## config.mk

```make
export PLATFORM = sky130hd
export DESIGN_NAME = plsr_regs
export DESIGN_NICKNAME = d
export VERILOG_FILES = /design/src/rtl/plsr_pkg.sv /design/src/rtl/plsr_regs.sv
export SDC_FILE = /design/constraint.sdc
export NUM_CORES = 1
export LEC_CHECK = 0
export ABC_AREA = 1
export ABC_CLOCK_PERIOD_IN_PS = 1870
export BUFFER_PORTS_ARGS = -buffer_cell sky130_fd_sc_hd__buf_4
export CORE_MARGIN = 4
export CORE_UTILIZATION = 46
export DETAILED_ROUTE_END_ITERATION = 6
export GPL_TIMING_DRIVEN = 1
export PLACE_DENSITY = 0.89
export SLEW_MARGIN = 25
export SYNTH_ARGS = -nofsm -noshare
export SYNTH_HDL_FRONTEND = slang
export SYNTH_SLANG_ARGS = --single-unit
```

## constraint.sdc

```tcl
create_clock -name core_clk_i -period 1.87 [get_ports core_clk_i]
set_input_delay 0.0935 -clock core_clk_i [delete_from_list [all_inputs] [get_ports core_clk_i]]
set_output_delay 0.0935 -clock core_clk_i [all_outputs]
set_load 0.005 [all_outputs]
```

## src/rtl/plsr_pkg.sv

```systemverilog
// Package for the partition label identification and streaming label registers
package plsr_pkg;

  // System register encodings {op0, op1, crn, crm, op2}
  localparam logic [15:0] ENC_FEATURE_IDENT   = 16'hC524;
  localparam logic [15:0] ENC_STREAMING_LABEL = 16'hC52B;

  // Identification register field positions
  localparam int SECURE_DEFAULT_PRESENT_BIT  = 61;
  localparam int FORCE_NONSECURE_PRESENT_BIT = 60;
  localparam int FOUR_SPACE_SUPPORT_BIT      = 59;
  localparam int TRAP_IDENT_CTRL_PRESENT_BIT = 58;
  localparam int ALTERNATE_SPACE_PRESENT_BIT = 57;
  localparam int MONITOR_GROUP_LIMIT_LSB     = 32;
  localparam int MAPPING_REG_INDEX_LIMIT_LSB = 18;
  localparam int VIRTUALIZATION_PRESENT_BIT  = 17;
  localparam int PARTITION_NUMBER_LIMIT_LSB  = 0;

  // Streaming label register field positions
  localparam int DATA_MONITOR_GROUP_LSB    = 40;
  localparam int DATA_PARTITION_NUMBER_LSB = 16;

  // Streaming label fields reset to zero; the architected value is unknown
  localparam logic [7:0]  DATA_MONITOR_GROUP_RESET    = 8'h00;
  localparam logic [15:0] DATA_PARTITION_NUMBER_RESET = 16'h0000;

  // Exception levels
  localparam logic [1:0] LEVEL0 = 2'h0;
  localparam logic [1:0] LEVEL1 = 2'h1;
  localparam logic [1:0] LEVEL2 = 2'h2;
  localparam logic [1:0] LEVEL3 = 2'h3;

  // Exception class of a trapped system-register access
  localparam logic [5:0] TRAP_EXCEPTION_CLASS = 6'h18;

  // Access outcome
  typedef enum logic [1:0] {
    PLSR_OK,
    PLSR_UNDEF,
    PLSR_TRAP_L2,
    PLSR_TRAP_L3
  } plsr_outcome_t;

  // Register access request
  typedef struct packed {
    logic        valid;
    logic        write;
    logic [15:0] enc;
    logic [1:0]  level;
    logic [63:0] wdata;
  } plsr_req_t;

  // Architectural context that steers access and labelling
  typedef struct packed {
    logic hyp_enabled;
    logic host_hypervisor_flag;
    logic trap_general_flag;
    logic lower_level_trap;
    logic halted;
    logic secure_debug_disable;
    logic ident_read_trap;
    logic trap_ident_ctrl;
    logic level0_virtual_map_enable;
    logic level1_virtual_map_enable;
    logic labelling_enable;
    logic secure_state;
    logic secure_default_select;
    logic force_nonsecure_select;
  } plsr_ctx_t;

  // Register access response
  typedef struct packed {
    logic          done;
    plsr_outcome_t outcome;
    logic [5:0]    exc_class;
    logic [63:0]   rdata;
  } plsr_rsp_t;

  // Label attached to a streaming memory request
  typedef struct packed {
    logic        valid;
    logic        use_streaming;
    logic        is_virtual;
    logic        nonsecure;
    logic [15:0] partition;
    logic [7:0]  monitor_group;
  } plsr_label_t;

endpackage

```

## src/rtl/plsr_regs.sv

```systemverilog
// Partition identification and streaming label register bank
//
// Behaviour
// RULE1: Bit 61 reports secure-default control; when set, secure requests use partition 0.
// RULE2: Bit 60 reports force-non-secure control; when set, secure requests carry nonsecure 1.
// RULE3: Bit 59 zero means two partition spaces, one means four.
// RULE4: Bit 58 reports presence of the hypervisor trap-identification control.
// RULE5: Recommended that v0.1 and v1.1 parts report bit 58 as one.
// RULE6: Bit 57 reports whether alternative partition spaces exist.
// RULE7: Bits 39:32 hold largest monitor group; label fields must cover it.
// RULE8: Bits 20:18 give top mapping register index, zero without virtualization.
// RULE9: Bit 17 reports virtualization; zero when no hypervisor level exists.
// RULE10: Bits 15:0 hold largest partition number; label fields must cover it.
// RULE11: Identification register uses encoding 3,0,10,4,4.
// RULE12: Level 0 reads undefined; lower trap sends levels 1-2 to level 3, class 0x18.
// RULE13: Streaming register labels streaming matrix and streaming-mode vector accesses.
// RULE14: With shared streaming unit, streaming labels win over level label registers.
// RULE15: With private streaming unit, precedence is an implementation choice.
// RULE16: Streaming labels used only while level-one labelling enable is one.
// RULE17: Level-0 streaming partitions are virtual under hypervisor, no host pair, map enable.
// RULE18: Level-1 streaming partitions are virtual under hypervisor and level-1 map enable.
// RULE19: Streaming register holds 8-bit data monitor group in bits 47:40.
// RULE20: Streaming register holds 16-bit data partition in bits 31:16; rest reserved.
// RULE21: Streaming fields are unknown after warm reset; software initialises them.
// RULE22: Hypervisor ident-read trap sends level-1 identification reads to level 2.
// RULE23: A mapping entry is used only when its valid bit is set.
// RULE24: Reserved bits read zero and ignore writes.
`timescale 1ns/1ps

module plsr_regs #(
  parameter logic        SECURE_DEFAULT_PRESENT  = 1'b1,
  parameter logic        FORCE_NONSECURE_PRESENT = 1'b1,
  parameter logic        FOUR_SPACE_SUPPORT      = 1'b0,
  parameter logic        TRAP_IDENT_CTRL_PRESENT = 1'b1,
  parameter logic        ALTERNATE_SPACE_PRESENT = 1'b0,
  parameter logic        VIRTUALIZATION_PRESENT  = 1'b1,
  parameter logic        HYP_LEVEL_PRESENT       = 1'b1,
  parameter logic [2:0]  MAPPING_REG_INDEX_LIMIT = 3'h7,
  parameter logic [7:0]  MONITOR_GROUP_LIMIT     = 8'hFF,
  parameter logic [15:0] PARTITION_NUMBER_LIMIT  = 16'hFFFF,
  parameter logic        SHARED_STREAMING_UNIT   = 1'b1,
  parameter logic        PRIVATE_UNIT_PRECEDENCE = 1'b1
) (
  input  wire logic                 core_clk_i,
  input  wire logic                 rst_n_i,
  input  wire plsr_pkg::plsr_req_t  req_i,
  input  wire plsr_pkg::plsr_ctx_t  ctx_i,
  input  wire logic                 stream_req_i,
  input  wire logic [1:0]           stream_level_i,
  input  wire logic [31:0]          map_valid_i,
  output plsr_pkg::plsr_rsp_t       rsp_o,
  output plsr_pkg::plsr_label_t     label_o
);

  // Virtualization cannot exist without a hypervisor level
  initial begin
    if (VIRTUALIZATION_PRESENT && !HYP_LEVEL_PRESENT) begin
      $error("virtualization needs a hypervisor level");
    end
  end

  typedef struct packed {
    logic [7:0]            data_monitor_group;
    logic [15:0]           data_partition_number;
    plsr_pkg::plsr_rsp_t   rsp;
    plsr_pkg::plsr_label_t label;
  } plsr_state_t;

  plsr_state_t state;
  plsr_state_t next_state;

  logic [63:0] ident_value;
  logic [63:0] stream_value;

  // Identification word is built from constants only
  always_comb begin
    ident_value = 64'h0;
    ident_value[plsr_pkg::SECURE_DEFAULT_PRESENT_BIT]  = SECURE_DEFAULT_PRESENT; // RULE1
    ident_value[plsr_pkg::FORCE_NONSECURE_PRESENT_BIT] = FORCE_NONSECURE_PRESENT; // RULE2
    ident_value[plsr_pkg::FOUR_SPACE_SUPPORT_BIT]      = FOUR_SPACE_SUPPORT; // RULE3
    ident_value[plsr_pkg::TRAP_IDENT_CTRL_PRESENT_BIT] = TRAP_IDENT_CTRL_PRESENT; // RULE4 RULE5
    ident_value[plsr_pkg::ALTERNATE_SPACE_PRESENT_BIT] = ALTERNATE_SPACE_PRESENT; // RULE6
    ident_value[plsr_pkg::MONITOR_GROUP_LIMIT_LSB +: 8] = MONITOR_GROUP_LIMIT; // RULE7
    // Index reads zero without virtualization
    ident_value[plsr_pkg::MAPPING_REG_INDEX_LIMIT_LSB +: 3] =
      VIRTUALIZATION_PRESENT ? MAPPING_REG_INDEX_LIMIT : 3'h0; // RULE8
    ident_value[plsr_pkg::VIRTUALIZATION_PRESENT_BIT] =
      VIRTUALIZATION_PRESENT & HYP_LEVEL_PRESENT; // RULE9
    ident_value[plsr_pkg::PARTITION_NUMBER_LIMIT_LSB +: 16] = PARTITION_NUMBER_LIMIT; // RULE10
    stream_value = 64'h0; // RULE24
    stream_value[plsr_pkg::DATA_MONITOR_GROUP_LSB +: 8]     = state.data_monitor_group; // RULE19
    stream_value[plsr_pkg::DATA_PARTITION_NUMBER_LSB +: 16] = state.data_partition_number; // RULE20
  end

  logic hit_ident;
  logic hit_stream;
  logic low_trap;
  logic map_ok;
  logic virt;
  logic prec;
  logic [4:0] vidx;

  always_comb begin
    next_state = state;
    next_state.rsp.done = 1'b0;
    hit_ident = req_i.enc == plsr_pkg::ENC_FEATURE_IDENT; // RULE11
    hit_stream = req_i.enc == plsr_pkg::ENC_STREAMING_LABEL;
    low_trap = ctx_i.lower_level_trap &&
               (req_i.level == plsr_pkg::LEVEL1 || req_i.level == plsr_pkg::LEVEL2);
    if (req_i.valid) begin
      next_state.rsp.done = 1'b1;
      next_state.rsp.rdata = 64'h0;
      next_state.rsp.exc_class = 6'h00;
      next_state.rsp.outcome = plsr_pkg::PLSR_OK;
      if (!(hit_ident || hit_stream) || req_i.level == plsr_pkg::LEVEL0 ||
          (hit_ident && req_i.write)) begin
        next_state.rsp.outcome = plsr_pkg::PLSR_UNDEF; // RULE12
      end else if (low_trap) begin
        // Debug halt with secure debug off must not escape to level 3
        if (ctx_i.halted && ctx_i.secure_debug_disable) begin
          next_state.rsp.outcome = plsr_pkg::PLSR_UNDEF; // RULE12
        end else begin
          next_state.rsp.outcome = plsr_pkg::PLSR_TRAP_L3; // RULE12
          next_state.rsp.exc_class = plsr_pkg::TRAP_EXCEPTION_CLASS;
        end
      end else if (hit_ident && req_i.level == plsr_pkg::LEVEL1 && ctx_i.hyp_enabled &&
                   ((VIRTUALIZATION_PRESENT && ctx_i.ident_read_trap) ||
                    (TRAP_IDENT_CTRL_PRESENT && ctx_i.trap_ident_ctrl))) begin
        next_state.rsp.outcome = plsr_pkg::PLSR_TRAP_L2; // RULE22
        next_state.rsp.exc_class = plsr_pkg::TRAP_EXCEPTION_CLASS;
      end else if (hit_ident) begin
        next_state.rsp.rdata = ident_value;
      end else if (req_i.write) begin
        // Only field bits are stored, reserved ones dropped
        next_state.data_monitor_group =
          req_i.wdata[plsr_pkg::DATA_MONITOR_GROUP_LSB +: 8]; // RULE19 RULE24
        next_state.data_partition_number =
          req_i.wdata[plsr_pkg::DATA_PARTITION_NUMBER_LSB +: 16]; // RULE20 RULE24
      end else begin
        next_state.rsp.rdata = stream_value;
      end
    end

    // Labelling of streaming requests
    prec = SHARED_STREAMING_UNIT | PRIVATE_UNIT_PRECEDENCE; // RULE14 RULE15
    vidx = state.data_partition_number[4:0];
    map_ok = map_valid_i[vidx]; // RULE23
    virt = 1'b0;
    if (ctx_i.hyp_enabled && VIRTUALIZATION_PRESENT) begin
      if (stream_level_i == plsr_pkg::LEVEL0) begin
        virt = !(ctx_i.host_hypervisor_flag && ctx_i.trap_general_flag) &&
               ctx_i.level0_virtual_map_enable; // RULE17
      end else if (stream_level_i == plsr_pkg::LEVEL1) begin
        virt = ctx_i.level1_virtual_map_enable; // RULE18
      end
    end
    next_state.label.valid = stream_req_i; // RULE13
    next_state.label.use_streaming = stream_req_i && prec && ctx_i.labelling_enable; // RULE16
    next_state.label.is_virtual = virt && map_ok;
    next_state.label.monitor_group = state.data_monitor_group;
    next_state.label.partition = state.data_partition_number;
    next_state.label.nonsecure = !ctx_i.secure_state;
    if (ctx_i.secure_state && SECURE_DEFAULT_PRESENT && ctx_i.secure_default_select) begin
      next_state.label.partition = 16'h0000; // RULE1
    end
    if (ctx_i.secure_state && FORCE_NONSECURE_PRESENT && ctx_i.force_nonsecure_select) begin
      next_state.label.nonsecure = 1'b1; // RULE2
    end
  end

  // Fields take a defined value; software must still initialise them
  always_ff @(posedge core_clk_i or negedge rst_n_i) begin
    if (!rst_n_i) begin
      state <= '0;
      state.data_monitor_group <= plsr_pkg::DATA_MONITOR_GROUP_RESET; // RULE21
      state.data_partition_number <= plsr_pkg::DATA_PARTITION_NUMBER_RESET; // RULE21
    end else begin
      state <= next_state;
    end
  end

  assign rsp_o = state.rsp;
  assign label_o = state.label;

endmodule

```

-- Yosys cells after proc, flatten, opt, wreduce, memory -nomap -nowiden
Index checks and enable logic that the tools add are counted.
W data, S select, Z words.
- equality and inequality tests: 5
- muxes and demuxes: 18
- reduce and logical (&&, ||, !) cells: 23
- bitwise gates (word level): 4
- magnitude comparators: 1
- operators with widths (kind ; count):
    $mux W62 ; 3
    $mux W73 ; 1
    $mux W70 ; 1
    $mux W48 ; 1
    $eq A16 B16 Y1 const B ; 2
    $mux W16 ; 1
    $mux W8 ; 2
    $logic_and A1 B1 Y1 ; 12
    $lt A5 B6 Y1 const B ; 1
    $reduce_and A6 Y1 ; 1
    $bmux W1 S5 ; 1
    $logic_or A1 B1 Y1 ; 5
    $mux W1 ; 5
    $mux W5 ; 1
    $eq A2 B1 Y1 const B ; 2
    $logic_not A2 Y1 ; 2
    $mux W2 ; 2
    $not A1 Y1 ; 4
    $logic_not A1 Y1 ; 3
    $eq A2 B2 Y1 const B ; 1
- output and inout port bits: 101
- bits in registers: 125
- logic and storage cells: 63
- input port bits: 135

-- Depth between registers and ports, before layout
Gate-level depths: netlist of the first run.
- word-level depth: 8
- depth in mapped cells: 11
- depth with buffers taken out: 10

-- Worst setup path after synthesis of the first run
Ideal clock, no wire load.
- kind: flip-flop to flip-flop
- start point: register state[101] in the netlist's numbering
- end point: register state, in the netlist label_o[25]
- buffers on the path: 2
- cell stages (with the launch flop): 10
- arrival: 1263 ps
- required time: 1799 ps
- clock period less this slack: 1335 ps
- setup slack: 535 ps
- cells stage by stage: dfrtp_1 -> buf_2 -> inv_2 -> buf_2 -> nand2_1 -> nand3_1 -> nand3_1 -> a21oi_1 -> o21ai_1 -> nor2_1
- RTL lines (item ; RTL line ; text):
    start: declaration ; plsr_regs.sv:69 ; plsr_state_t state;
    start signal: assignment ; plsr_regs.sv:178 ; state <= next_state;

==> metrics.txt, run 1 <==
# TYPE chip_impl_metric gauge
chip_impl_metric{name="syn_inst",unit=""} 574
chip_impl_metric{name="maxSlewViolCount",unit=""} 0
chip_impl_metric{name="route.detailed.wl_per_inst",unit="um"} 14.9
chip_impl_metric{name="vias_per_cell",unit=""} 4.85
chip_impl_info{name="netlist_top_cells_count",value="149 x sky130_fd_sc_hd__nand2_1, 103 x sky130_fd_sc_hd__buf_4, 80 x sky130_fd_sc_hd__dfrtp_1"} 1
chip_impl_metric{name="layout-area-overhead-vs-synth",unit="%"} 27.6
chip_impl_metric{name="timing.clock.skew",unit="ns"} 0.0135
chip_impl_metric{name="synth_enable_flop_cells",unit=""} 0
chip_impl_info{name="grt_setup_unrepaired",value="no"} 1
chip_impl_metric{name="timing.fmax",unit="MHz"} 633
chip_impl_metric{name="hold_violations",unit=""} 0
chip_impl_metric{name="length_in_cells_of_the_worst_reg_to_reg_path",unit=""} 8
chip_impl_metric{name="synth-seq-area-share",unit="%"} 44.2
chip_impl_metric{name="drtIter0Drc",unit=""} 269
chip_impl_metric{name="place.detailed.hpwl",unit="mm"} 9.13
chip_impl_info{name="cp-end-kind",value="flop"} 1
chip_impl_info{name="worst_setup_path_start_kind",value="flop"} 1
chip_impl_metric{name="tns",unit="ns"} 0
chip_impl_metric{name="power",unit="mW"} 3.42
chip_impl_metric{name="post_layout_cell_count",unit=""} 828
chip_impl_info{name="worst_r2r_startpoint",value="state[102]"} 1
chip_impl_metric{name="initial_standard_cell_utilization_of_the_core",unit="%"} 48.1
chip_impl_metric{name="fp.coreArea",unit="um2"} 9420
chip_impl_metric{name="postSynthAreaPerCell",unit="um2"} 7.90
chip_impl_metric{name="die_h",unit="um"} 107
chip_impl_metric{name="peakVddDrop",unit="mV"} 0.338
chip_impl_metric{name="finalNetCount",unit=""} 831
chip_impl_metric{name="finalCriticalPeriod",unit="ns"} 1.58
chip_impl_metric{name="drv.max_cap_violation_count",unit=""} 0
chip_impl_metric{name="netlist_area",unit="um2"} 4530
chip_impl_metric{name="critical_path.max_fanout",unit=""} 11
chip_impl_metric{name="grt_pass1_vias",unit=""} 3937
chip_impl_metric{name="worst_skew_pair.late_latency",unit="ns"} 0.35
chip_impl_info{name="cp_common_cell",value="sky130_fd_sc_hd__nand2_1"} 1
chip_impl_metric{name="multiInputGateArea",unit="um2"} 1540
chip_impl_info{name="outcome",value="finished clean"} 1
chip_impl_info{name="ctsRootBufferMaster",value="sky130_fd_sc_hd__clkbuf_8"} 1
chip_impl_metric{name="worstMarginPinSlew",unit="ns"} 0.733
chip_impl_metric{name="synth_top_area_share",unit="%"} 44.2
chip_impl_metric{name="synth_seq_cells",unit=""} 80
chip_impl_metric{name="async_flop_share",unit="%"} 100
chip_impl_metric{name="slew_headroom",unit="%"} 51.2
chip_impl_info{name="critical_path.cell_chain",value="clkinv_1 -> nand3_1 -> nand3_1 -> nand2_1 -> nand2_1 -> nand2_1 -> o21ai_1 -> nor2_1"} 1
chip_impl_info{name="synthDominantAreaCellType",value="sky130_fd_sc_hd__dfrtp_1"} 1
chip_impl_metric{name="die_area",unit="um2"} 11500
chip_impl_metric{name="routed_wirelength",unit="mm"} 12.4
chip_impl_info{name="netlist_top_cells_area",value="sky130_fd_sc_hd__dfrtp_1 44%, sky130_fd_sc_hd__buf_4 17%, sky130_fd_sc_hd__nand2_1 12%"} 1
chip_impl_metric{name="final.hold.worst_slack",unit="ns"} 0.0314
chip_impl_metric{name="grt_antenna_before_repair",unit=""} 0
chip_impl_metric{name="core_occupancy_in_the_finished_layout",unit="%"} 61.4
chip_impl_metric{name="final_layout_size_suffix_gt1_share",unit="%"} 31.0
chip_impl_metric{name="num_vias",unit=""} 4013
chip_impl_metric{name="ant_nets",unit=""} 0
chip_impl_metric{name="number_of_optimization_iterations_in_the_first_detailed_route_pass",unit=""} 5
chip_impl_metric{name="max-clock-path-buffers",unit=""} 2
chip_impl_info{name="cts_tree",value="built"} 1
chip_impl_metric{name="ioPinCount",unit=""} 236
chip_impl_info{name="leading_cell_type_by_number_of_instances_after_synthesis",value="sky130_fd_sc_hd__nand2_1"} 1
chip_impl_metric{name="grt_max_degree",unit=""} 53
chip_impl_metric{name="cellPowerDensity",unit="nW/um2"} 591
chip_impl_metric{name="synthesis.yosys.warnings",unit=""} 0
chip_impl_metric{name="required",unit="ns"} 2.15
chip_impl_metric{name="critical_path.max_stage_delay",unit="ns"} 0.56
chip_impl_metric{name="setup_viol",unit=""} 0
chip_impl_metric{name="register_area",unit="um2"} 2000
chip_impl_info{name="min-delay-start",value="stream_level_i[1]"} 1
chip_impl_metric{name="place.port_buffers",unit=""} 178
chip_impl_metric{name="worst_hold_path.num_cells",unit=""} 4
chip_impl_metric{name="gp_congestion",unit=""} 0.841
chip_impl_metric{name="rrSetupSlack",unit="ns"} 0.29
chip_impl_metric{name="synth_cell_types",unit=""} 28
chip_impl_metric{name="core.rowCount",unit=""} 35
chip_impl_metric{name="power_leakage",unit="nW"} 3.12
chip_impl_metric{name="grt_pass1_wl",unit="mm"} 19.4
chip_impl_info{name="slowest_cp_cell",value="sky130_fd_sc_hd__dfrtp_1"} 1
chip_impl_metric{name="cts_num_sinks",unit=""} 80
chip_impl_info{name="synth_ff_type",value="sky130_fd_sc_hd__dfrtp_1"} 1
chip_impl_metric{name="grt_overflow_total",unit=""} 0
chip_impl_info{name="worstHoldPathType",value="input pin to flop"} 1
chip_impl_metric{name="placedCellCount",unit=""} 782
chip_impl_metric{name="drt_drc_violations_left",unit=""} 0
chip_impl_info{name="crit-reg2reg-capture",value="label_o[25]"} 1
chip_impl_info{name="criticalPathCategory",value="flop to flop"} 1
chip_impl_metric{name="path_clk_slew",unit="ns"} 0.08
chip_impl_info{name="timing.hold.worst_endpoint",value="label_o[25]"} 1
chip_impl_metric{name="chipWidth",unit="um"} 107
chip_impl_metric{name="arrival",unit="ns"} 1.86
chip_impl_metric{name="n_antenna_cell",unit=""} 0
chip_impl_metric{name="clock_tree.htree_level_count",unit=""} 3
chip_impl_metric{name="numCtsBuffers",unit=""} 9
chip_impl_metric{name="fillers",unit=""} 758
chip_impl_metric{name="cts.repair_timing.setup_buffer_count",unit=""} 0
chip_impl_metric{name="period_share",unit="%"} 84.5
chip_impl_metric{name="grt_usage",unit="%"} 21.6
[what timing repair did]
item	CTS	global route
gates resized for setup	0	0
endpoints found under the hold margin	79	0
hold buffers	30	0
[routing by layer]
metal,share of wire (%),vias up,GRT usage (%)
li1,-,1930,-
met1,38,1883,25.7
met2,52,176,38.7
met3,7.0,24,4.80
met4,2.4,0,7.12
met5,0,-,0
[report_power, final]
group	leakage, nW	switching [mW]	internal, mW
clock network	0.104	0.662	0.631
registers	1.10	0.00160	1.73
logic	1.91	0.181	0.208
total	3.12	0.845	2.57
[sequential cells by signal, summed over array words and instances, names as in the netlist]
| name | flops |
|---|---|
| next_state | 8 |
| label_o | 28 |
| state | 16 |
| rsp_o | 28 |
[worst max-delay path by stage]
stage,from,end,depth (start not counted)
floorplan,state[101],label_o[25],9
global placement,state[102],label_o[25],8
detailed placement,state[102],label_o[25],8
CTS,state[102],label_o[25],8
global route,state[102],label_o[25],7
finish,state[102],label_o[25],8
[logic make-up (layout without fill, tap and decap cells)]
kind of cell / Yosys count / after routing / share of synthesized area [%]
buf+inv: 167 / 276 / 23.3
compound gates: 34 / 34 / 3.92
flops: 80 / 80 / 44.2
fa+ha+maj: 2 / 2 / 0.552
other cells: 1 / 17 / 0.0827
simple gates: 290 / 290 / 28.0
[critical path, delay by kind of cell (launching register included)]
family                 cells  cell delay, ns
AO/OA/AOI/OAI              1            0.05
AND/OR/NAND/NOR            6            0.55
buffers and inverters      1            0.34
flip-flops                 1            0.56
[through the flow]
step / setup WS, ns / cell area (um2)
3_5_place_dp: 0.318 / 5280
3_3_place_gp: 0.357 / 5280
2_1_floorplan: 0.535 / 4590
5_1_grt: 0.117 / 5780
6_report: 0.289 / 5780
4_1_cts: 0.298 / 5780
[cell type report]
type,instances,area share (%)
clock inverter,7,1.36
multi-input combinational,343,26.5
inverter,42,2.73
sequential,80,34.6
timing repair buffer,218,29.8
tap,129,2.79
clock buffer,9,2.14
[placed cells by master (no fill, tap or decap), drive strengths merged, types with 2 or more instances in the layout]
cell | synthesis | layout
ha | 2 | 2
clkbuf | 8 | 9
clkinv | 2 | 6
nor3 | 20 | 20
nand2 | 153 | 153
inv | 40 | 42
nand3 | 70 | 70
dfrtp | 80 | 80
nand4 | 2 | 2
o21ai | 27 | 27
conb | 1 | 17
a21oi | 4 | 4
buf | 117 | 188
dlygate4sd3 | 0 | 30
nor2 | 44 | 44
Power figures use the tool's default switching activity.
==> run 2: changes to the inputs <==
--- a/config.mk
+++ b/config.mk
@@ -6,7 +6,7 @@
 export NUM_CORES = 1
 export LEC_CHECK = 0
 export ABC_AREA = 1
-export ABC_CLOCK_PERIOD_IN_PS = 1870
+export ABC_CLOCK_PERIOD_IN_PS = 1500
 export BUFFER_PORTS_ARGS = -buffer_cell sky130_fd_sc_hd__buf_4
 export CORE_MARGIN = 4
 export CORE_UTILIZATION = 46
==> constraint.sdc (replaced) <==
create_clock -name core_clk_i -period 1.5 [get_ports core_clk_i]
set_input_delay 0.075 -clock core_clk_i [delete_from_list [all_inputs] [get_ports core_clk_i]]
set_output_delay 0.075 -clock core_clk_i [all_outputs]
set_load 0.005 [all_outputs]
==> run 2 against run 1 <==
- first-iteration DRC count decreased by 0.74%
- die area unchanged
- clock skew is 0.00062 ns lower
- highest routed layer unchanged
- routed wire length down 1.4%
- sequential share of layout area fell by 0.39 points
- power up 26%
- maximum frequency rose by 19%
- critical path type unchanged
- design area grew 1.1%
- sequential power increased by 25%
- worst setup slack lost 0.11 ns
- via count shrank 1.4%
- count of clock-buffer cells in the layout unchanged
==> metrics.txt, run 2 (synthesis gave the netlist of run 1 again) <==
# TYPE chip_impl_metric gauge
chip_impl_metric{name="cts_resized",unit=""} 0
chip_impl_metric{name="cts_num_sinks",unit=""} 80
chip_impl_metric{name="n_antenna_cell",unit=""} 0
chip_impl_metric{name="place.detailed.hpwl",unit="mm"} 8.74
chip_impl_metric{name="drt_drc_violations_left",unit=""} 0
chip_impl_metric{name="worstMarginPinSlew",unit="ns"} 0.552
chip_impl_metric{name="core_occupancy_in_the_finished_layout",unit="%"} 62.1
chip_impl_info{name="outcome",value="finished clean"} 1
chip_impl_metric{name="setup_viol",unit=""} 0
chip_impl_metric{name="num_vias",unit=""} 3957
chip_impl_metric{name="placedCellCount",unit=""} 785
chip_impl_metric{name="required",unit="ns"} 1.79
chip_impl_metric{name="worst_hold_path.num_cells",unit=""} 4
chip_impl_metric{name="clock_tree.htree_level_count",unit=""} 3
chip_impl_metric{name="critical_path.max_stage_delay",unit="ns"} 0.41
chip_impl_metric{name="initial_standard_cell_utilization_of_the_core",unit="%"} 48.1
chip_impl_info{name="most_frequent_standard_cell_in_the_layout_excluding_fill_and_tap_cells",value="sky130_fd_sc_hd__buf_4"} 1
chip_impl_metric{name="length_in_cells_of_the_worst_reg_to_reg_path",unit=""} 7
chip_impl_info{name="path_delay_family",value="flip-flops"} 1
chip_impl_info{name="criticalPathCategory",value="flop to flop"} 1
chip_impl_metric{name="timing.clock.skew",unit="ns"} 0.0129
chip_impl_metric{name="placement.setup.worst_slack",unit="ns"} -0.0902
chip_impl_info{name="cp_common_cell",value="sky130_fd_sc_hd__nand3_1"} 1
chip_impl_metric{name="tns",unit="ns"} 0
chip_impl_metric{name="grt_usage",unit="%"} 21.3
chip_impl_metric{name="cts.repair_timing.setup_buffer_count",unit=""} 0
chip_impl_metric{name="routed_wirelength",unit="mm"} 12.2
chip_impl_info{name="cp-end-kind",value="flop"} 1
chip_impl_metric{name="gp_congestion",unit=""} 0.869
chip_impl_metric{name="cellPowerDensity",unit="nW/um2"} 738
chip_impl_metric{name="finalInstanceArea",unit="um2"} 5850
chip_impl_metric{name="post_layout_cell_count",unit=""} 831
chip_impl_metric{name="timing.final.ws_setup",unit="ns"} 0.174
chip_impl_metric{name="maxSlewViolCount",unit=""} 0
chip_impl_metric{name="grt_antenna_before_repair",unit=""} 0
chip_impl_info{name="ctsRootBufferMaster",value="sky130_fd_sc_hd__clkbuf_8"} 1
chip_impl_metric{name="grt_max_degree",unit=""} 81
chip_impl_info{name="grt_setup_unrepaired",value="no"} 1
chip_impl_metric{name="drv.max_cap_violation_count",unit=""} 0
chip_impl_metric{name="power",unit="mW"} 4.32
chip_impl_metric{name="numCtsBuffers",unit=""} 9
chip_impl_metric{name="drtIter0Drc",unit=""} 267
chip_impl_info{name="critical_path.cell_chain",value="inv_2 -> nand2_1 -> nand3_1 -> nand3_1 -> a21oi_1 -> o21ai_1 -> nor2_1"} 1
chip_impl_metric{name="ioPinCount",unit=""} 236
chip_impl_info{name="most-common-layout-cells",value="187 x sky130_fd_sc_hd__buf_4, 149 x sky130_fd_sc_hd__nand2_1, 80 x sky130_fd_sc_hd__dfrtp_1"} 1
chip_impl_metric{name="critical_path.max_fanout",unit=""} 18
chip_impl_metric{name="place.port_buffers",unit=""} 178
chip_impl_info{name="cts_tree",value="built"} 1
chip_impl_info{name="worstHoldPathType",value="input pin to flop"} 1
chip_impl_metric{name="ant_nets",unit=""} 0
chip_impl_info{name="worst_setup_path_start_kind",value="flop"} 1
chip_impl_metric{name="power_leakage",unit="nW"} 3.14
chip_impl_metric{name="layout-area-overhead-vs-synth",unit="%"} 29.0
chip_impl_metric{name="arrival",unit="ns"} 1.61
chip_impl_metric{name="final_layout_size_suffix_gt1_share",unit="%"} 31.3
chip_impl_metric{name="peakVddDrop",unit="mV"} 0.579
chip_impl_metric{name="finalNetCount",unit=""} 834
chip_impl_metric{name="path_clk_slew",unit="ns"} 0.09
chip_impl_metric{name="grt_overflow_total",unit=""} 0
chip_impl_metric{name="finalCriticalPeriod",unit="ns"} 1.33
chip_impl_metric{name="die_h",unit="um"} 107
chip_impl_metric{name="vias_per_cell",unit=""} 4.76
chip_impl_metric{name="fp.coreArea",unit="um2"} 9420
chip_impl_metric{name="timing.fmax",unit="MHz"} 754
chip_impl_metric{name="placement_stage_cell_area",unit="um2"} 5340
chip_impl_info{name="slowest_cp_cell",value="sky130_fd_sc_hd__dfrtp_1"} 1
chip_impl_metric{name="chipWidth",unit="um"} 107
chip_impl_metric{name="grt_pass1_wl",unit="mm"} 19.1
chip_impl_metric{name="max-clock-path-buffers",unit=""} 2
chip_impl_metric{name="core.rowCount",unit=""} 35
chip_impl_metric{name="worst_skew_pair.late_latency",unit="ns"} 0.35
chip_impl_metric{name="number_of_optimization_iterations_in_the_first_detailed_route_pass",unit=""} 5
chip_impl_metric{name="grt_pass1_vias",unit=""} 3914
chip_impl_metric{name="hold_violations",unit=""} 0
chip_impl_metric{name="slew_headroom",unit="%"} 63.2
chip_impl_metric{name="cp.buffers_inverters",unit=""} 1
chip_impl_metric{name="fillers",unit=""} 782
chip_impl_metric{name="die_area",unit="um2"} 11500
chip_impl_metric{name="route.detailed.wl_per_inst",unit="um"} 14.7
chip_impl_metric{name="final.hold.worst_slack",unit="ns"} 0.0189
chip_impl_metric{name="period_share",unit="%"} 88.4
chip_impl_metric{name="cp.depth",unit=""} 7
==> run 2: cell types whose count changed in the layout (fill, tap and decap cells not counted), sizes merged <==
| cell | delta |
|---|---|
| buf | +3 |
| clkinv | -3 |
| inv | +2 |
| clkinvlp | +1 |
==> run 2: worst reg2reg max path, cell delays in order, from the launching register on <==
cell and delay, ns:
sky130_fd_sc_hd__dfrtp_1 0.41, sky130_fd_sc_hd__inv_2 0.24, sky130_fd_sc_hd__nand2_1 0.11, sky130_fd_sc_hd__nand3_1 0.08, sky130_fd_sc_hd__nand3_1 0.08, sky130_fd_sc_hd__a21oi_1 0.15
sky130_fd_sc_hd__o21ai_1 0.08, sky130_fd_sc_hd__nor2_1 0.11
==> run 2: per-layer routing <==
metal,vias up,global-route usage [%],share of wire [%]
met5,-,0,0
met4,0,6.48,2.0
met3,20,5.52,7.4
met2,173,36.9,51
met1,1833,25.8,40
li1,1931,-,-
==> run 2: what timing repair did <==
item | CTS | global route
hold buffers | 29 | 1
hold endpoints to repair | 107 | 1
setup endpoints to repair | 0 | 0
==> run 2: area by class of cell <==
type                    instances  area [um2]  area share [%]
flip-flops and latches         80        2000            34.2
repair buffers                221        1780            30.5
multi-input cells             343        1540            26.3
well taps                     129         161            2.76
inverters                      42         158            2.70
clock buffers                   9         124            2.12
clock inverters                 7        83.8            1.43
==> run 2: report_power, final <==
| part | switching, mW | internal [mW] | total, mW |
|---|---|---|---|
| logic | 0.225 | 0.264 | 0.490 |
| clock network | 0.863 | 0.801 | 1.66 |
| registers | 0.00163 | 2.16 | 2.16 |
==> run 2: final timing paths <==
| path | startpoint | end | slack, ns |
|---|---|---|---|
| worst min register to register | next_state[1] | label_o[1] | 0.41 |
| worst min-delay path | stream_level_i[1] | label_o[25] | 0.02 |
| worst max-delay path | state[101] | label_o[25] | 0.17 |
| min in group asynchronous | rst_n_i | label_o[26] | 0.24 |
| max in group asynchronous | rst_n_i | rsp_o[28] | 0.87 |
| worst max register to register | state[101] | label_o[25] | 0.17 |
==> run 3: changes to the inputs <==
--- a/config.mk
+++ b/config.mk
@@ -9,10 +9,11 @@
 export ABC_CLOCK_PERIOD_IN_PS = 1500
 export BUFFER_PORTS_ARGS = -buffer_cell sky130_fd_sc_hd__buf_4
 export CORE_MARGIN = 4
-export CORE_UTILIZATION = 46
+export CORE_UTILIZATION = 47
+export CTS_BUF_LIST = sky130_fd_sc_hd__clkbuf_8
 export DETAILED_ROUTE_END_ITERATION = 6
 export GPL_TIMING_DRIVEN = 1
-export PLACE_DENSITY = 0.89
+export PLACE_DENSITY = 0.91
 export SLEW_MARGIN = 25
 export SYNTH_ARGS = -nofsm -noshare
 export SYNTH_HDL_FRONTEND = slang
==> run 3 against run 2 <==
- sequential share of layout area down 0.13 points
- routed wire length up 4.1%
- critical path type unchanged
- register-to-register slack worse by 0.04 ns
- combinational power about the same
- critical endpoint unchanged
- non-clock buffer count up 1
- first-iteration DRC count up 25%
- sequential power about the same
- power up 0.89%
- via count up 4.6%
==> metrics.txt, run 3 (synthesis gave the netlist of run 1 again) <==
# TYPE chip_impl_metric gauge
chip_impl_metric{name="clock_tree.htree_level_count",unit=""} 3
chip_impl_metric{name="period_share",unit="%"} 91.1
chip_impl_metric{name="finalInstanceArea",unit="um2"} 5870
chip_impl_metric{name="cts_num_sinks",unit=""} 80
chip_impl_metric{name="fillers",unit=""} 759
chip_impl_info{name="criticalPathCategory",value="flop to flop"} 1
chip_impl_metric{name="max-clock-path-buffers",unit=""} 2
chip_impl_metric{name="vias_per_cell",unit=""} 4.97
chip_impl_metric{name="grt_max_degree",unit=""} 75
chip_impl_metric{name="multiInputGateArea",unit="um2"} 1540
chip_impl_metric{name="arrival",unit="ns"} 1.61
chip_impl_metric{name="worstMarginPinSlew",unit="ns"} 0.502
chip_impl_metric{name="finalCriticalPeriod",unit="ns"} 1.37
chip_impl_metric{name="num_vias",unit=""} 4138
chip_impl_metric{name="worst_skew_pair.late_latency",unit="ns"} 0.36
chip_impl_info{name="cp-end-kind",value="flop"} 1
chip_impl_info{name="outcome",value="finished clean"} 1
chip_impl_metric{name="cts.repair_timing.setup_buffer_count",unit=""} 0
chip_impl_metric{name="initial_standard_cell_utilization_of_the_core",unit="%"} 48.6
chip_impl_metric{name="hold_violations",unit=""} 0
chip_impl_metric{name="maxSlewViolCount",unit=""} 0
chip_impl_metric{name="routed_wirelength",unit="mm"} 12.7
chip_impl_info{name="most-common-layout-cells",value="187 x sky130_fd_sc_hd__buf_4, 149 x sky130_fd_sc_hd__nand2_1, 80 x sky130_fd_sc_hd__dfrtp_1"} 1
chip_impl_info{name="cts_tree",value="built"} 1
chip_impl_metric{name="drt_drc_violations_left",unit=""} 0
chip_impl_metric{name="timing.clock.skew",unit="ns"} 0.0170
chip_impl_info{name="most_frequent_standard_cell_in_the_layout_excluding_fill_and_tap_cells",value="sky130_fd_sc_hd__buf_4"} 1
chip_impl_info{name="ctsRootBufferMaster",value="sky130_fd_sc_hd__clkbuf_8"} 1
chip_impl_metric{name="power_leakage",unit="nW"} 3.16
chip_impl_metric{name="n_antenna_cell",unit=""} 0
chip_impl_metric{name="ant_nets",unit=""} 0
chip_impl_metric{name="number_of_optimization_iterations_in_the_first_detailed_route_pass",unit=""} 5
chip_impl_metric{name="register_area",unit="um2"} 2000
chip_impl_metric{name="grt_usage",unit="%"} 22.5
chip_impl_metric{name="grt_pass1_vias",unit=""} 4131
chip_impl_metric{name="slew_headroom",unit="%"} 66.5
chip_impl_metric{name="drv.max_cap_violation_count",unit=""} 0
chip_impl_metric{name="placement_stage_cell_area",unit="um2"} 5360
chip_impl_metric{name="peakVddDrop",unit="mV"} 0.523
chip_impl_metric{name="path_clk_slew",unit="ns"} 0.09
chip_impl_metric{name="layout-area-overhead-vs-synth",unit="%"} 29.5
chip_impl_metric{name="cellPowerDensity",unit="nW/um2"} 742
chip_impl_info{name="grt_setup_unrepaired",value="no"} 1
chip_impl_metric{name="power",unit="mW"} 4.35
chip_impl_metric{name="ioPinCount",unit=""} 236
chip_impl_metric{name="numCtsBuffers",unit=""} 9
chip_impl_metric{name="fp.coreArea",unit="um2"} 9330
chip_impl_metric{name="chipWidth",unit="um"} 106
chip_impl_metric{name="critical_path.max_fanout",unit=""} 17
chip_impl_metric{name="grt_overflow_total",unit=""} 0
chip_impl_metric{name="core.rowCount",unit=""} 35
chip_impl_metric{name="gp_congestion",unit=""} 0.917
chip_impl_metric{name="required",unit="ns"} 1.75
chip_impl_metric{name="place.detailed.hpwl",unit="mm"} 9.16
chip_impl_metric{name="finalNetCount",unit=""} 835
chip_impl_info{name="worst_setup_path_start_kind",value="flop"} 1
chip_impl_metric{name="die_h",unit="um"} 106
chip_impl_metric{name="final_layout_size_suffix_gt1_share",unit="%"} 31.4
chip_impl_metric{name="timing.fmax",unit="MHz"} 731
chip_impl_metric{name="cts_hold_buf",unit=""} 30
chip_impl_metric{name="die_area",unit="um2"} 11300
chip_impl_info{name="worstHoldPathType",value="input pin to flop"} 1
chip_impl_metric{name="drtIter0Drc",unit=""} 334
chip_impl_metric{name="route.detailed.wl_per_inst",unit="um"} 15.3
chip_impl_metric{name="cts_resized",unit=""} 0
chip_impl_metric{name="grt_antenna_before_repair",unit=""} 0
chip_impl_metric{name="setup_viol",unit=""} 0
chip_impl_metric{name="grt_pass1_wl",unit="mm"} 20.2
chip_impl_metric{name="place.port_buffers",unit=""} 178
chip_impl_metric{name="tns",unit="ns"} 0
==> run 3: cell count changes in the layout (fill, tap and decap cells not counted), sizes merged <==
cell	previous run	this run
buf	191	192
clkinv	3	2
inv	44	45
==> run 3: per-layer routing <==
layer	part of all wire [%]	vias to the layer above	GRT usage [%]
li1	-	1935	-
met2	50	229	38.7
met4	3.5	0	9.81
met3	7.0	42	4.55
met5	0	-	0
met1	40	1932	27.3
==> run 3: power breakdown <==
| group | switching (mW) | internal [mW] | leakage [nW] |
|---|---|---|---|
| registers | 0.00183 | 2.16 | 1.10 |
| clock network | 0.889 | 0.810 | 0.105 |
| logic | 0.228 | 0.264 | 1.95 |
| total | 1.12 | 3.24 | 3.16 |
==> run 3: cell type report <==
cell class | count | area share [%]
clock buffer | 9 | 2.11
multi-input combinational | 343 | 26.2
inverter | 42 | 2.69
tap | 129 | 2.75
sequential | 80 | 34.1
timing repair buffer | 222 | 30.7
clock inverter | 7 | 1.47
==> run 3: final timing paths <==
kind / slack, ns / depth (start not counted) / from / end
worst max-delay path: 0.13 / 7 / state[101] / label_o[25]
worst min-delay path: 0.03 / 4 / ctx_i[8] / rsp_o[67]
worst max register to register: 0.13 / 7 / state[101] / label_o[25]
worst min register to register: 0.41 / 0 / next_state[1] / label_o[1]
max in group asynchronous: 0.83 / 3 / rst_n_i / rsp_o[22]
min in group asynchronous: 0.08 / 2 / rst_n_i / label_o[26]
==> run 3: per-stage QoR <==
stage	std cells	hold WS (ns)	setup slack [ns]	util, %
2_1_floorplan	590	-0.221	0.165	-
3_3_place_gp	786	-0.106	0.127	57.5
3_5_place_dp	786	-0.103	0.0632	57.5
4_1_cts	832	0.0246	0.174	62.9
5_1_grt	832	0.0193	0.0231	62.9
6_report	832	0.0339	0.133	62.9
==> run 3: worst max-delay path, stage by stage, from the launching register on <==
cell                      delay (ns)
sky130_fd_sc_hd__dfrtp_1        0.40
sky130_fd_sc_hd__buf_4          0.19
sky130_fd_sc_hd__o21ai_0        0.26
sky130_fd_sc_hd__o22ai_1        0.12
sky130_fd_sc_hd__nand2_1        0.07
sky130_fd_sc_hd__nand2_1        0.06
sky130_fd_sc_hd__a21oi_1        0.12
sky130_fd_sc_hd__nor2_1         0.05
